==> config.mk <==
export PLATFORM = sky130hd
export DESIGN_NAME = pipelined_sync_sram_port
export DESIGN_NICKNAME = d
export VERILOG_FILES = /design/src/include/sram_port_pkg.sv /design/src/include/wbuf_if.sv /design/src/logic/pipelined_sync_sram_port.sv /design/src/logic/write_buffer.sv
export VERILOG_INCLUDE_DIRS = /design/src /design/src/include
export SDC_FILE = /design/constraint.sdc
export NUM_CORES = 1
export LEC_CHECK = 0
export BUFFER_PORTS_ARGS = -buffer_cell sky130_fd_sc_hd__buf_2
export CORE_ASPECT_RATIO = 1.1
export CORE_MARGIN = 4
export CORE_UTILIZATION = 59
export CTS_BUF_LIST = sky130_fd_sc_hd__clkbuf_8
export DETAILED_ROUTE_END_ITERATION = 8
export GPL_TIMING_DRIVEN = 0
export PLACE_DENSITY_LB_ADDON = 0.2
export SLEW_MARGIN = 20
export SYNTH_ARGS = -nofsm -noshare
export SYNTH_HDL_FRONTEND = slang
export SYNTH_SLANG_ARGS = --single-unit
==> constraint.sdc <==
create_clock -name core_clk_i -period 10.49 [get_ports core_clk_i]
set_input_delay 2.098 -clock core_clk_i [delete_from_list [all_inputs] [get_ports core_clk_i]]
set_output_delay 2.098 -clock core_clk_i [all_outputs]
set_load 0.05 [all_outputs]
==> src/include/sram_port_regs.svh <==
// Constants for the pipelined synchronous SRAM bus port
`ifndef SRAM_PORT_REGS_SVH
`define SRAM_PORT_REGS_SVH

`define SRAM_DEF_ADDR_W      21
`define SRAM_DEF_DATA_W      32
`define SRAM_DEF_BYTES       4
`define SRAM_BURST_W         2
`define SRAM_BUF_DEPTH       2
`define SRAM_ORDER_LINEAR    1'b0
`define SRAM_ORDER_INTERLEAV 1'b1
`define SRAM_SEQ_START       2'h0
`define SRAM_SEQ_STEP        2'h1

`endif

==> src/include/sram_port_pkg.sv <==
// Types shared by the SRAM bus port modules
package sram_port_pkg;

  // Port state, one-hot
  typedef enum logic [2:0]
  {
    ST_DESEL  = 3'b001,
    ST_BURST  = 3'b010,
    ST_ASLEEP = 3'b100
  } port_state_t;

endpackage

==> src/include/wbuf_if.sv <==
// Valid/ready carrier between the port core and its write buffer
`timescale 1ns/1ps
`default_nettype none

interface wbuf_if #(
  parameter int WIDTH = 8
);
  logic             valid; // Entry offered
  logic             ready; // Entry can be taken
  logic [WIDTH-1:0] data;  // Packed write entry

  modport producer (output valid, output data, input ready);
  modport consumer (input valid, input data, output ready);
endinterface

`default_nettype wire

==> src/logic/pipelined_sync_sram_port.sv <==
// Control and data path of a pipelined synchronous SRAM bus port
`timescale 1ns/1ps
`default_nettype none

`include "sram_port_regs.svh"

// Overview of operation
// RULE1 - Register all synchronous inputs on rising edge
// RULE2 - Step burst counter when advance sampled low
// RULE3 - Selected only for low, high, low enables
// RULE4 - Enables sampled only when address loads
// RULE5 - Processor strobe ignored while first enable high
// RULE6 - Accepted strobe loads address and counter seed
// RULE7 - Processor strobe wins over controller strobe
// RULE8 - Advance low moves to next burst address
// RULE9 - Output enable gates data pins combinationally
// RULE10 - First read cycle after deselect stays floating
// RULE11 - Read data appears one cycle later
// RULE12 - Input data and parity registered on edge
// RULE13 - Sleep input idles port, keeps contents
// RULE14 - Sleep held low for normal operation
// RULE15 - Two-bit counter seeded from low address
// RULE16 - Static strap picks linear or interleaved
// RULE17 - Global write writes every byte
// RULE18 - Counter wraps; linear adds, interleaved XORs
// RULE19 - Master keeps output enable high when writing
module pipelined_sync_sram_port #(
  parameter int ADDR_W = `SRAM_DEF_ADDR_W,
  parameter int DATA_W = `SRAM_DEF_DATA_W,
  parameter int BYTES  = `SRAM_DEF_BYTES
) (
  input  wire logic              core_clk_i,
  input  wire logic              arst_n_i,
  input  wire logic [ADDR_W-1:0] addr_i,
  input  wire logic              select_first_n_i,
  input  wire logic              select_second_high_i,
  input  wire logic              select_third_n_i,
  input  wire logic              processor_addr_strobe_n_i,
  input  wire logic              controller_addr_strobe_n_i,
  input  wire logic              burst_advance_n_i,
  input  wire logic              global_write_n_i,
  input  wire logic              byte_write_enable_n_i,
  input  wire logic [BYTES-1:0]  byte_select_n_i,
  input  wire logic              output_enable_n_i,
  input  wire logic              sleep_request_i,
  input  wire logic              burst_order_i,
  input  wire logic [DATA_W-1:0] data_i,
  input  wire logic [BYTES-1:0]  parity_lines_i,
  output logic [DATA_W-1:0]      data_o,
  output logic [BYTES-1:0]       parity_lines_o,
  output logic                   data_oe_o,
  output logic [ADDR_W-1:0]      mem_rd_addr_o,
  output logic                   mem_rd_en_o,
  input  wire logic [DATA_W-1:0] mem_rd_data_i,
  input  wire logic [BYTES-1:0]  mem_rd_parity_i,
  output logic                   mem_wr_valid_o,
  input  wire logic              mem_wr_ready_i,
  output logic [ADDR_W-1:0]      mem_wr_addr_o,
  output logic [DATA_W-1:0]      mem_wr_data_o,
  output logic [BYTES-1:0]       mem_wr_parity_o,
  output logic [BYTES-1:0]       mem_wr_mask_o,
  output logic                   wr_buf_ready_o,
  output logic                   sleeping_o
);
  import sram_port_pkg::*;

  localparam int ENTRY_W = ADDR_W + DATA_W + 2 * BYTES;

  // Sampled bus pins, one register stage
  logic [ADDR_W-1:0] s_addr;
  logic              s_sel1_n;
  logic              s_sel2;
  logic              s_sel3_n;
  logic              s_processor_addr_strobe_n_n;
  logic              s_controller_addr_strobe_n_n;
  logic              s_adv_n;
  logic              s_gw_n;
  logic              s_bwe_n;
  logic [BYTES-1:0]  s_bw_n;
  logic [DATA_W-1:0] s_data;
  logic [BYTES-1:0]  s_parity;

  // Sleep and strap synchronisers
  logic              sleep_meta;   // First stage, read only by sleep_sync
  logic              sleep_sync;   // Usable sleep level
  logic              order_meta;   // First stage, read only by order_sync
  logic              order_sync;
  logic [1:0]        order_wait;   // Edges until the strap has crossed both flops
  logic              interleave;   // Held burst order

  // Burst state
  port_state_t       state;
  port_state_t       next_state;
  logic [ADDR_W-1:0] base_addr;    // Address register
  logic [ADDR_W-1:0] next_base_addr;
  logic [1:0]        start_low;    // Counter seed
  logic [1:0]        next_start_low;
  logic [1:0]        seq;          // Burst counter
  logic [1:0]        next_seq;

  // Access decode
  logic              take_p;
  logic              take_c;
  logic              load;
  logic              chosen;
  logic [BYTES-1:0]  wr_mask;
  logic              wr_req;
  logic              access;
  logic              acc_write;
  logic              read_acc;
  logic [1:0]        acc_low;
  logic [ADDR_W-1:0] acc_addr;

  // Output stage
  logic                    out_drive;
  logic                    next_out_drive;
  logic [DATA_W+BYTES-1:0] out_word;
  logic [DATA_W+BYTES-1:0] next_out_word;

  wbuf_if #(.WIDTH(ENTRY_W)) wr_link ();

  // Address of position n within the burst, in the strapped order
  function automatic logic [1:0] burst_pos(input logic order, input logic [1:0] base, input logic [1:0] n);
    burst_pos = (order == `SRAM_ORDER_INTERLEAV) ? (base ^ n) : 2'(base + n); // see RULE18
  endfunction

  // Input register stage; strobes reset to their idle level
  always_ff @(posedge core_clk_i or negedge arst_n_i)
  begin
    if (!arst_n_i)
    begin
      s_addr   <= '0;
      s_sel1_n <= 1'b1;
      s_sel2   <= 1'b0;
      s_sel3_n <= 1'b1;
      s_processor_addr_strobe_n_n <= 1'b1;
      s_controller_addr_strobe_n_n <= 1'b1;
      s_adv_n  <= 1'b1;
      s_gw_n   <= 1'b1;
      s_bwe_n  <= 1'b1;
      s_bw_n   <= '1;
      s_data   <= '0;
      s_parity <= '0;
    end
    else
    begin
      s_addr   <= addr_i;                    // see RULE1
      s_sel1_n <= select_first_n_i;
      s_sel2   <= select_second_high_i;
      s_sel3_n <= select_third_n_i;
      s_processor_addr_strobe_n_n <= processor_addr_strobe_n_i;
      s_controller_addr_strobe_n_n <= controller_addr_strobe_n_i;
      s_adv_n  <= burst_advance_n_i;
      s_gw_n   <= global_write_n_i;
      s_bwe_n  <= byte_write_enable_n_i;
      s_bw_n   <= byte_select_n_i;
      s_data   <= data_i;                    // see RULE12
      s_parity <= parity_lines_i;
    end
  end

  // Asynchronous sleep and strap pins pass two flops first
  always_ff @(posedge core_clk_i or negedge arst_n_i)
  begin
    if (!arst_n_i)
    begin
      sleep_meta  <= 1'b0;
      sleep_sync  <= 1'b0;
      order_meta  <= `SRAM_ORDER_INTERLEAV;
      order_sync  <= `SRAM_ORDER_INTERLEAV;
      order_wait  <= 2'h0;
      interleave  <= `SRAM_ORDER_INTERLEAV;
    end
    else
    begin
      sleep_meta <= sleep_request_i;         // see RULE13
      sleep_sync <= sleep_meta;
      order_meta <= burst_order_i;
      order_sync <= order_meta;
      // The strap is static: taken once both flops hold it, later wiggles are ignored
      if (order_wait != 2'h3)
      begin
        order_wait <= 2'(order_wait + 2'h1);
        interleave <= order_sync;            // see RULE16
      end
    end
  end

  // Strobe qualification, selection and burst stepping
  always_comb
  begin
    take_p  = !s_processor_addr_strobe_n_n && !s_sel1_n;                        // see RULE5
    take_c  = !s_controller_addr_strobe_n_n && !take_p;                          // see RULE7
    load    = (take_p || take_c) && !sleep_sync;
    chosen  = !s_sel1_n && s_sel2 && !s_sel3_n;              // see RULE3
    // Global write overrides the byte controls
    if (!s_gw_n)
    begin
      wr_mask = '1;                                          // see RULE17
    end
    else if (!s_bwe_n)
    begin
      wr_mask = ~s_bw_n;
    end
    else
    begin
      wr_mask = '0;
    end
    wr_req         = |wr_mask;
    next_state     = state;
    next_base_addr = base_addr;
    next_start_low = start_low;
    next_seq       = seq;
    access         = 1'b0;
    acc_write      = 1'b0;
    acc_low        = burst_pos(interleave, start_low, seq);
    acc_addr       = {base_addr[ADDR_W-1:2], acc_low};
    if (sleep_sync)
    begin
      // Sleep drops any burst; stored words stay untouched
      next_state = ST_ASLEEP;                                // see RULE13
    end
    else if (load)
    begin
      // Enables only count on a load edge
      if (chosen)                                            // see RULE4
      begin
        next_state     = ST_BURST;
        next_base_addr = s_addr;                             // see RULE6
        next_start_low = s_addr[1:0];                        // see RULE15
        next_seq       = `SRAM_SEQ_START;
        access         = 1'b1;
        acc_addr       = s_addr;
        // The processor strobe ignores write controls on its first edge
        acc_write      = take_c && wr_req;
      end
      else
      begin
        next_state = ST_DESEL;
      end
    end
    else if (state == ST_ASLEEP)
    begin
      next_state = ST_DESEL;
    end
    else if (state == ST_BURST)
    begin
      access    = 1'b1;
      acc_write = wr_req;
      if (!s_adv_n)
      begin
        next_seq = 2'(seq + `SRAM_SEQ_STEP);                 // see RULE2
        acc_low  = burst_pos(interleave, start_low, next_seq); // see RULE8
        acc_addr = {base_addr[ADDR_W-1:2], acc_low};
      end
    end
    read_acc = access && !acc_write;
  end

  // Burst state registers
  always_ff @(posedge core_clk_i or negedge arst_n_i)
  begin
    if (!arst_n_i)
    begin
      state     <= ST_DESEL;
      base_addr <= '0;
      start_low <= 2'h0;
      seq       <= 2'h0;
    end
    else
    begin
      state     <= next_state;
      base_addr <= next_base_addr;
      start_low <= next_start_low;
      seq       <= next_seq;
    end
  end

  // Read launch toward the array; its data must settle within this cycle
  assign mem_rd_addr_o = acc_addr;
  assign mem_rd_en_o   = read_acc;

  // Writes go through the two-entry buffer; valid ignores ready, so a write offered while the buffer is full is dropped
  assign wr_link.valid  = access && acc_write;
  assign wr_link.data   = {acc_addr, s_data, s_parity, wr_mask};
  assign wr_buf_ready_o = wr_link.ready;

  write_buffer #(
    .WIDTH (ENTRY_W)
  ) u_write_buffer (
    .core_clk_i    (core_clk_i),
    .arst_n_i      (arst_n_i),
    .fill_if       (wr_link),
    .drain_valid_o (mem_wr_valid_o),
    .drain_ready_i (mem_wr_ready_i),
    .drain_data_o  ({mem_wr_addr_o, mem_wr_data_o, mem_wr_parity_o, mem_wr_mask_o})
  );

  // Output register: only read cycles arm the drivers
  always_comb
  begin
    next_out_drive = read_acc;                               // see RULE10
    next_out_word  = out_word;
    if (read_acc)
    begin
      next_out_word = {mem_rd_data_i, mem_rd_parity_i};      // see RULE11
    end
  end

  always_ff @(posedge core_clk_i or negedge arst_n_i)
  begin
    if (!arst_n_i)
    begin
      out_drive <= 1'b0;
      out_word  <= '0;
    end
    else
    begin
      out_drive <= next_out_drive;
      out_word  <= next_out_word;
    end
  end

  // Enable is unclocked by design; a detected write forces float regardless
  assign data_oe_o      = !output_enable_n_i && out_drive && !(access && acc_write); // see RULE9
  assign data_o         = out_word[DATA_W+BYTES-1:BYTES];
  assign parity_lines_o = out_word[BYTES-1:0];
  assign sleeping_o     = (state == ST_ASLEEP);              // see RULE14
endmodule

`default_nettype wire

==> src/logic/write_buffer.sv <==
// Two-entry write buffer with valid/ready on both sides
`timescale 1ns/1ps
`default_nettype none

`include "sram_port_regs.svh"

module write_buffer #(
  parameter int WIDTH = 8
) (
  input  wire logic             core_clk_i,
  input  wire logic             arst_n_i,
  wbuf_if.consumer              fill_if,
  output logic                  drain_valid_o,
  input  wire logic             drain_ready_i,
  output logic [WIDTH-1:0]      drain_data_o
);
  import sram_port_pkg::*;

  logic [WIDTH-1:0] slot [`SRAM_BUF_DEPTH]; // Storage, two words
  logic             wr_ptr;                 // Next slot to fill
  logic             rd_ptr;                 // Next slot to drain
  logic [1:0]       count;                  // Words held
  logic             next_wr_ptr;
  logic             next_rd_ptr;
  logic [1:0]       next_count;
  logic             push;
  logic             pop;

  // Ready only while a slot is free, so the producer sees real back-pressure
  assign fill_if.ready = (count != 2'(`SRAM_BUF_DEPTH));
  assign drain_valid_o = (count != 2'h0);
  assign drain_data_o  = slot[rd_ptr];

  // Pointer and level update
  always_comb
  begin
    push        = fill_if.valid && fill_if.ready;
    pop         = drain_valid_o && drain_ready_i;
    next_wr_ptr = push ? !wr_ptr : wr_ptr;
    next_rd_ptr = pop ? !rd_ptr : rd_ptr;
    next_count  = count;
    if (push && !pop)
    begin
      next_count = count + 2'h1;
    end
    else if (pop && !push)
    begin
      next_count = count - 2'h1;
    end
  end

  // Registers only; storage has no reset since valid gates it
  always_ff @(posedge core_clk_i or negedge arst_n_i)
  begin
    if (!arst_n_i)
    begin
      wr_ptr <= 1'b0;
      rd_ptr <= 1'b0;
      count  <= 2'h0;
    end
    else
    begin
      wr_ptr <= next_wr_ptr;
      rd_ptr <= next_rd_ptr;
      count  <= next_count;
    end
  end

  always_ff @(posedge core_clk_i)
  begin
    if (push)
    begin
      slot[wr_ptr] <= fill_if.data;
    end
  end
endmodule

`default_nettype wire

### Yosys cells after proc, flatten, opt, wreduce, memory -nomap -nowiden

Memory sizes are Yosys's and may differ from the RTL's.
Cells that the tools add are included.

| word-level totals | value |
|---|---|
| register bits | 145 |
| RAM bits | 122 |
| memories kept | 1 |
| logic and storage cells | 113 |

| cells by class | value |
|---|---|
| muxes and demuxes | 33 |
| reductions and logical operators | 35 |
| add/subtract/negate cells | 6 |
| bitwise operators | 4 |
| eq/ne operators | 7 |

Memory list:

| name | depth | width | rd ports | clocked after memory_dff | wr ports | line | source |
|---|---|---|---|---|---|---|---|
| u_write_buffer.slot | 2 | 61 | 1 | 0 | 1 | write_buffer.sv:19 | `` logic [WIDTH-1:0] slot [`SRAM_BUF_DEPTH]; `` |

Operators by type and width:

| operator | count |
|---|---|
| 21-bit 2-to-1 mux | 3 |
| 2-bit 2-to-1 mux | 13 |
| 1-bit logical AND | 14 |
| 1-bit zero test | 13 |
| 1-bit 2-to-1 mux | 12 |
| 3-bit 2-to-1 mux | 3 |
| 4-bit 2-to-1 mux | 2 |
| 2-bit by 1-bit adder with 2-bit output (second input constant) | 3 |
| 2-bit by 1-bit inequality test with 1-bit output (second input constant) | 3 |
| 2-bit nonzero test | 3 |
| 5-bit AND reduction | 1 |
| 2-bit adder | 2 |
| 2-bit inequality test (second input constant) | 2 |
| 4-bit NOT | 1 |
| 4-bit OR reduction | 1 |
| 2-bit XOR | 2 |
| 3-bit by 2-bit == test with 1-bit output (second input constant) | 1 |
| 3-bit == test (second input constant) | 1 |
| 3-bit AND reduction | 1 |
| 3-bit nonzero test | 1 |
| 2-bit by 1-bit subtractor with 2-bit output (second input constant) | 1 |
| 1-bit logical OR | 1 |
| 1-bit NOT | 1 |

### Depth between registers and ports, before layout

Gate-level depths: netlist of run 1.

| depth | value |
|---|---|
| word-level depth | 14 |
| gate-level depth with buffers | 7 |
| gate-level depth less buffers | 7 |

### By module

A second synthesis of run 1 with hierarchy kept.

| unflattened totals | value |
|---|---|
| cells, all modules | 531 |
| area total of the unflattened synthesis | 9714.3 sq um |

Modules (own cells, without submodules):

| module | area an instance (sq um) | seq. area each (sq um) | cells each | times used |
|---|---|---|---|---|
| write_buffer | 4897.2 | 3763.6 | 208 | 1 |
| pipelined_sync_sram_port | 4817.1 | 3497.1 | 323 | 1 |

### Worst setup path before layout of run 1

OpenSTA, ideal clock, no wires.

| timing path | value |
|---|---|
| kind | input port to output port |
| from | in output_enable_n_i |
| to | out data_oe_o |
| setup slack | 5.136 ns |
| arrival | 3.256 ns |
| stages on the path | 1 |
| required time | 8.392 ns |
| cell sequence | nor3b_1 |

| between the ends | value |
|---|---|
| word-level cells in the longest chain between the ends | 3 |

Ends and longest elaborated chain:

| what | line | source |
|---|---|---|
| start, declared | pipelined_sync_sram_port.sv:44 | `input wire logic output_enable_n_i,` |
| 1-bit zero test | pipelined_sync_sram_port.sv:325 | `assign data_oe_o = !output_enable_n_i && out_drive && !(access && acc_write);` |
| 1-bit logical AND (2 in series) | pipelined_sync_sram_port.sv:325 |  |
| end, declared | pipelined_sync_sram_port.sv:51 | `output logic data_oe_o,` |

No other way between the ends.

### Final worst setup path of run 1

| timing path | value |
|---|---|
| from | reg s_sel1_n |
| to | out mem_rd_addr_o[16] |

| between the ends | value |
|---|---|
| word-level cells in the longest chain between the ends | 8 |

Ends and longest elaborated chain:

| what | line | source |
|---|---|---|
| start, declared | pipelined_sync_sram_port.sv:71 | `logic s_sel1_n;` |
| start signal, assigned | pipelined_sync_sram_port.sv:148 | `s_sel1_n <= select_first_n_i;` |
| 1-bit zero test (*) | pipelined_sync_sram_port.sv:192, pipelined_sync_sram_port.sv:195 |  |
| 1-bit logical AND | pipelined_sync_sram_port.sv:192 | `take_p = !s_processor_addr_strobe_n_n && !s_sel1_n;` |
| 1-bit zero test | pipelined_sync_sram_port.sv:193 | `take_c = !s_controller_addr_strobe_n_n && !take_p;` |
| 1-bit logical AND | pipelined_sync_sram_port.sv:193 |  |
| 1-bit logical OR | pipelined_sync_sram_port.sv:194 | `load = (take_p \|\| take_c) && !sleep_sync;` |
| 1-bit logical AND | pipelined_sync_sram_port.sv:194 |  |
| 21-bit 2-to-1 mux (*) | pipelined_sync_sram_port.sv:223 | `else if (load)` |
| 21-bit 2-to-1 mux (*) | pipelined_sync_sram_port.sv:218 | `if (sleep_sync)` |
| end, declared | pipelined_sync_sram_port.sv:52 | `output logic [ADDR_W-1:0] mem_rd_addr_o,` |

Every way passes the cells marked *; elsewhere a longest branch is shown, timed or not.

==> results.json, run 1 <==
{
  "status": "finished, final reports clean",
  "synth_edf_count": 122,
  "track_usage_pct": 21.6,
  "grt_pass1_wl_um": 30400,
  "htreeDepth": 2,
  "drive_gt1_share_pct": 50.6,
  "clock_latency_ns": 0.52,
  "nets": 947,
  "clock-root-buffer": "clkbuf_8",
  "ir_drop_mv": 0.217,
  "use_met2_pct": 37.4,
  "coreArea_mm2": 0.0158,
  "synth_async_sr_flop_share_pct": 54.0,
  "remaining_drc_errors": 0,
  "antenna_found_initial": 1,
  "hpwl_um": 13600,
  "worst_setup_path_end_kind": "output port",
  "period_needed_ns": 4.92,
  "cts_made_buffers": 42,
  "grt_overflow": 0,
  "post_cts_resized": 0,
  "viasPerCell": 5.15,
  "grt_pass1_vias": 6026,
  "drt_iter0_markers": 260,
  "yosysTopAreaCellShare_pct": 38.3,
  "critPathArrivalTime_ns": 2.82,
  "ant_nets": 0,
  "area_delta_synth_final_pct": 25.0,
  "drt-pass1-iter-count": 4,
  "crit_type": "register to output port",
  "final_core_util_pct": 75.7,
  "hold_class": "register to register",
  "rsz0062_at_grt": "no",
  "ioPinCount": 234,
  "hold_violations": 0,
  "seq_area_mm2": 0.00726,
  "antenna_cells": 0,
  "die-area_mm2": 0.0183,
  "timing.final.crit_share_pct": 46.9,
  "synth_area_leaders": "edfxtp_1 (38%), dfrtp_1 (33%), mux2_2 (8.2%)",
  "die_w_um": 129,
  "clkSinkCount": 265,
  "grt_max_degree": 101,
  "synth.most_common_cell": "dfrtp_1",
  "rows": 48,
  "drt_wl_total_um": 19500,
  "synthCells": 550,
  "fin_setup_tns_ns": 0,
  "die_height_um": 142,
  "clkTransAtPathRegs_ns": 0.06,
  "syn-num-nets": 665,
  "drv_cap": 0,
  "worst_pin_slew_ns": 0.667,
  "yosysSeqAreaShare_pct": 75.9,
  "max_freq_mhz": 203,
  "cp-start-kind": "register",
  "cts_tree": "yes",
  "multi_input_comb_area_mm2": 0.00207,
  "power_leakage_uw": 0.00536,
  "synth_common_cells": "dfrtp_1 (128), edfxtp_1 (122), nand2_1 (83)",
  "synth_cell_types": 46,
  "yosysTopAreaCell": "edfxtp_1",
  "slew_headroom_pct": 55.6,
  "ys.flop_type": "dfrtp_1",
  "cts_max_path_buffers": 3,
  "ys_warn_count": 0,
  "initial_core_util_pct": 60.6,
  "numPortBuffers": 233,
  "grt_busiest_layer": "met2",
  "fillCellCount": 949,
  "instances_no_fill": 1065,
  "met3_usage_pct": 7.91,
  "use_met1_pct": 25.3,
  "syn_area_mm2": 0.00957,
  "drv_slew": 0,
  "globalplace.congestion": 0.794,
  "setup_violations": 0,
  "required_ns": 8.39,
  "finClkSkew_ns": 0.0158,
  "cts_hold_buffers": 0,
  "power_density_mw_per_mm2": 253,
  "routedWlPerCell_um": 18.3,
  "cts_setup_buffers": 0,
  "numPlacedInstances": 988,
  "route.vias.total": 5484,
  "cp_max_fo": 10,
  "syn_avg_cell_area_um2": 17.4,
  "ys_ff_latch": 265
}
[metrics by stage]
| stage | hold WS [ns] | area, um^2 | setup slack, ns | power, uW |
|---|---|---|---|---|
| final | 0.357 | 12000 | 5.57 | 3020 |
| after global routing | 0.365 | 12000 | 5.39 | 3160 |
| after CTS | 0.359 | 12000 | 5.54 | 3050 |
| after detailed placement | 0.339 | 11100 | 5.70 | 2200 |
| after global placement | 0.333 | 11000 | 4.36 | 2170 |
| after floorplan | 0.331 | 9570 | 5.14 | 1970 |
[cells in the final DEF (no fill, tap or decap), types with 4 or more instances in the layout]
cell type,netlist,routed
ha_1,4,4
edfxtp_1,122,122
buf_4,21,21
o21ai_0,6,6
inv_1,2,25
clkbuf_1,12,12
buf_2,1,233
mux2_4,29,29
nand2_1,83,83
clkbuf_8,0,49
xnor2_1,7,7
mux2_2,70,70
dfrtp_1,128,128
dfstp_2,15,15
buf_16,0,4
[worst max-delay path: stages, from the launching register on]
cell      delay (ns)
dfstp_2         0.40
nor3b_2         0.34
and2_1          0.18
clkbuf_1        0.21
clkbuf_1        0.49
nand2_1         0.15
nand2_1         0.14
buf_4           0.12
buf_2           0.26
[where the power goes]
group | switching (uW) | leakage [uW] | internal (uW)
clock | 371 | 0.000510 | 473
sequential | 47.7 | 0.00278 | 1190
combinational | 660 | 0.00207 | 283
total | 1080 | 0.00536 | 1940
[final timing paths]
check / startpoint / cells after the start / end / slack, ns
max: s_sel1_n$_DFF_PN1_ / 8 / mem_rd_addr_o[16] / 5.57
min: sleep_meta$_DFF_PN0_ / 0 / sleep_sync$_DFF_PN0_ / 0.36
max reg2reg: s_controller_addr_strobe_n_n$_DFF_PN1_ / 7 / u_write_buffer.slot[0][11]$_DFFE_PP_ / 7.57
min reg2reg: sleep_meta$_DFF_PN0_ / 0 / sleep_sync$_DFF_PN0_ / 0.36
max in group asynchronous: arst_n_i / 2 / state[0]$_DFFE_PN1P_ / 8.24
min in group asynchronous: arst_n_i / 1 / s_parity[3]$_DFF_PN0_ / 1.48
[sequential cells by signal (all words and copies together), names as in the netlist, 2 cells and up]
name                  flops
seq                       2
s_parity                  4
out_word                 36
order_wait                2
s_data                   32
u_write_buffer.count      2
u_write_buffer.slot     122
s_addr                   21
base_addr                21
state                     3
s_bw_n                    4
[layout make-up]
type / count / area share, %
inverters: 2 / 0.0628
plain buffers: 37 / 2.02
multi-input cells: 246 / 17.3
clock inverters: 28 / 1.33
clock buffers: 49 / 5.64
well taps: 200 / 2.09
repair buffers: 238 / 10.9
flip-flops and latches: 265 / 60.7
[kinds of logic (layout without fill, tap and decap cells)]
| logic type | count (synthesis) | after routing | synth area share, % |
|---|---|---|---|
| xor gates and xnor gates | 10 | 10 | 0.916 |
| AOI/OAI and AO/OA | 23 | 23 | 1.99 |
| and+or+nand+nor | 109 | 109 | 5.17 |
| DFF | 265 | 265 | 75.9 |
| adders and majority gates | 4 | 4 | 0.523 |
| muxes | 100 | 100 | 12.9 |
| buffers and inverters | 39 | 354 | 2.60 |
[metal layers]
layer  part of all wire (%)  wire [um]
met4                    1.9        363
met3                    9.7       1890
met2                     52      10100
met1                     37       7160
met5                  0.067         13
Note: power is estimated with default switching activity, not from simulation.
==> run 2: changes to the inputs <==
CORE_UTILIZATION = 50   (was 59)
clock period = 4.4 ns   (was 10.49 ns; I/O delays follow)
==> results.json, run 2 (synthesis gave the netlist of run 1 again) <==
{
  "status": "finished, final reports clean",
  "drv_slew": 0,
  "globalplace.congestion": 0.765,
  "die_height_um": 153,
  "routedWlPerCell_um": 16.6,
  "nets": 944,
  "grt_pass1_wl_um": 29500,
  "cts_tree": "yes",
  "route.vias.total": 5324,
  "hold_violations": 0,
  "drv_cap": 0,
  "slew_headroom_pct": 52.0,
  "period_needed_ns": 3.62,
  "cts_setup_buffers": 0,
  "rows": 52,
  "setup_violations": 0,
  "antenna_cells": 0,
  "crit_family": "buffers and inverters",
  "drt-pass1-iter-count": 4,
  "reg2reg_depth": 6,
  "cp.buffers_inverters": 4,
  "largestRegisters": "u_write_buffer.slot (122), out_word (36), s_data (32)",
  "clock_latency_ns": 0.51,
  "rsz0062_at_grt": "no",
  "max_freq_mhz": 276,
  "fin_setup_tns_ns": 0,
  "post_cts_resized": 0,
  "critPathSlowestCell": "clkbuf_1",
  "numPortBuffers": 233,
  "cp-start-kind": "register",
  "cpPeakStageDelay_ns": 0.45,
  "grt_overflow": 0,
  "power_leakage_uw": 0.00531,
  "antenna_found_initial": 1,
  "ioPinCount": 234,
  "ir_drop_mv": 0.408,
  "regMostFlops": "u_write_buffer.slot",
  "hold_class": "primary input to async pin",
  "die-area_mm2": 0.0214,
  "cts_max_path_buffers": 3,
  "drt_iter0_markers": 146,
  "critPathArrivalTime_ns": 2.74,
  "cp_cell_sequence": "nor3b_2 > and2_1 > clkbuf_1 > clkbuf_1 > nand2_1 > nand2_1 > buf_4 > buf_2",
  "die_w_um": 140,
  "cp_max_fo": 10,
  "final_cell_mix": "buf_2 (233), dfrtp_1 (128), edfxtp_1 (122), nand2_1 (83), mux2_2 (70)",
  "coreArea_mm2": 0.0186,
  "required_ns": 3.52,
  "cts_hold_buffers": 0,
  "ant_nets": 0,
  "area_delta_synth_final_pct": 25.3,
  "finalWorstSetupSlack_ns": 0.783,
  "timing.final.crit_share_pct": 82.2,
  "remaining_drc_errors": 0,
  "cts_made_buffers": 39,
  "crit_type": "register to output port",
  "drive_gt1_share_pct": 50.9,
  "initial_core_util_pct": 51.4,
  "finClkSkew_ns": 0.0260,
  "hpwl_um": 13000,
  "grt_pass1_vias": 5930,
  "drt_wl_total_um": 18300,
  "final_common_cell": "buf_2",
  "worst_pin_slew_ns": 0.713,
  "cp.depth": 8,
  "largest_reg_flops": 122,
  "worst_setup_path_end_kind": "output port",
  "clkSinkCount": 265,
  "clkTransAtPathRegs_ns": 0.07,
  "clock-root-buffer": "clkbuf_8",
  "power_density_mw_per_mm2": 594,
  "htreeDepth": 2,
  "track_usage_pct": 17.1,
  "grt_max_degree": 91,
  "viasPerCell": 4.83,
  "place_ws_ns": 1.26
}
==> run 2: cell count changes in the layout (fill, tap and decap cells not counted), sizes merged <==
| cell | previous run | this run |
|---|---|---|
| clkinvlp | 0 | 1 |
| clkbuf | 61 | 56 |
| bufinv | 2 | 3 |
| inv | 25 | 18 |
| clkinv | 3 | 7 |
==> run 2: worst paths after layout <==
kind	startpoint	end	slack, ns
min in group core_clk_i	order_meta$_DFF_PN1_	order_sync$_DFF_PN1_	0.36
hold / removal	arst_n_i	s_addr[7]$_DFF_PN0_	0.29
setup reg to reg	s_controller_addr_strobe_n_n$_DFF_PN1_	u_write_buffer.slot[0][13]$_DFFE_PP_	1.56
setup / recovery	s_sel1_n$_DFF_PN1_	mem_rd_addr_o[16]	0.78
hold reg to reg	order_meta$_DFF_PN1_	order_sync$_DFF_PN1_	0.36
max in group asynchronous	arst_n_i	s_bwe_n$_DFF_PN1_	3.32
==> run 2: layer usage <==
layer	global-route usage, %	wire length [um]	vias to the layer above
li1	-	-	2498
met1	20.4	7090	2591
met2	29.5	9310	205
met3	5.88	1580	28
met4	4.94	301	2
met5	0	20	-
==> run 2: area by class of cell <==
| cell class | count | area, um^2 |
|---|---|---|
| tap | 243 | 304 |
| inverter | 2 | 7.51 |
| fill | 1390 | 6620 |
| buffer | 37 | 241 |
| clock buffer | 44 | 606 |
| sequential | 265 | 7260 |
| multi-input combinational | 246 | 2070 |
| timing repair buffer | 238 | 1310 |
| clock inverter | 27 | 189 |
==> run 2: metrics by stage <==
stage	power (uW)	hold slack, ns	std cells	util (%)	area, um^2
after CTS	7220	0.277	1102	64.4	12000
after global placement	5180	0.337	1026	59.3	11000
after floorplan	4710	0.331	550	-	9570
after global routing	7450	0.290	1102	64.4	12000
after detailed placement	5230	0.347	1031	60.2	11200
final	7120	0.290	1102	64.4	12000
==> run 2: report_power, final <==
| part | switching, uW | internal (uW) | leakage (uW) |
|---|---|---|---|
| logic | 1560 | 675 | 0.00207 |
| clock network | 862 | 1090 | 0.000459 |
| registers | 108 | 2830 | 0.00278 |
| total | 2530 | 4600 | 0.00531 |
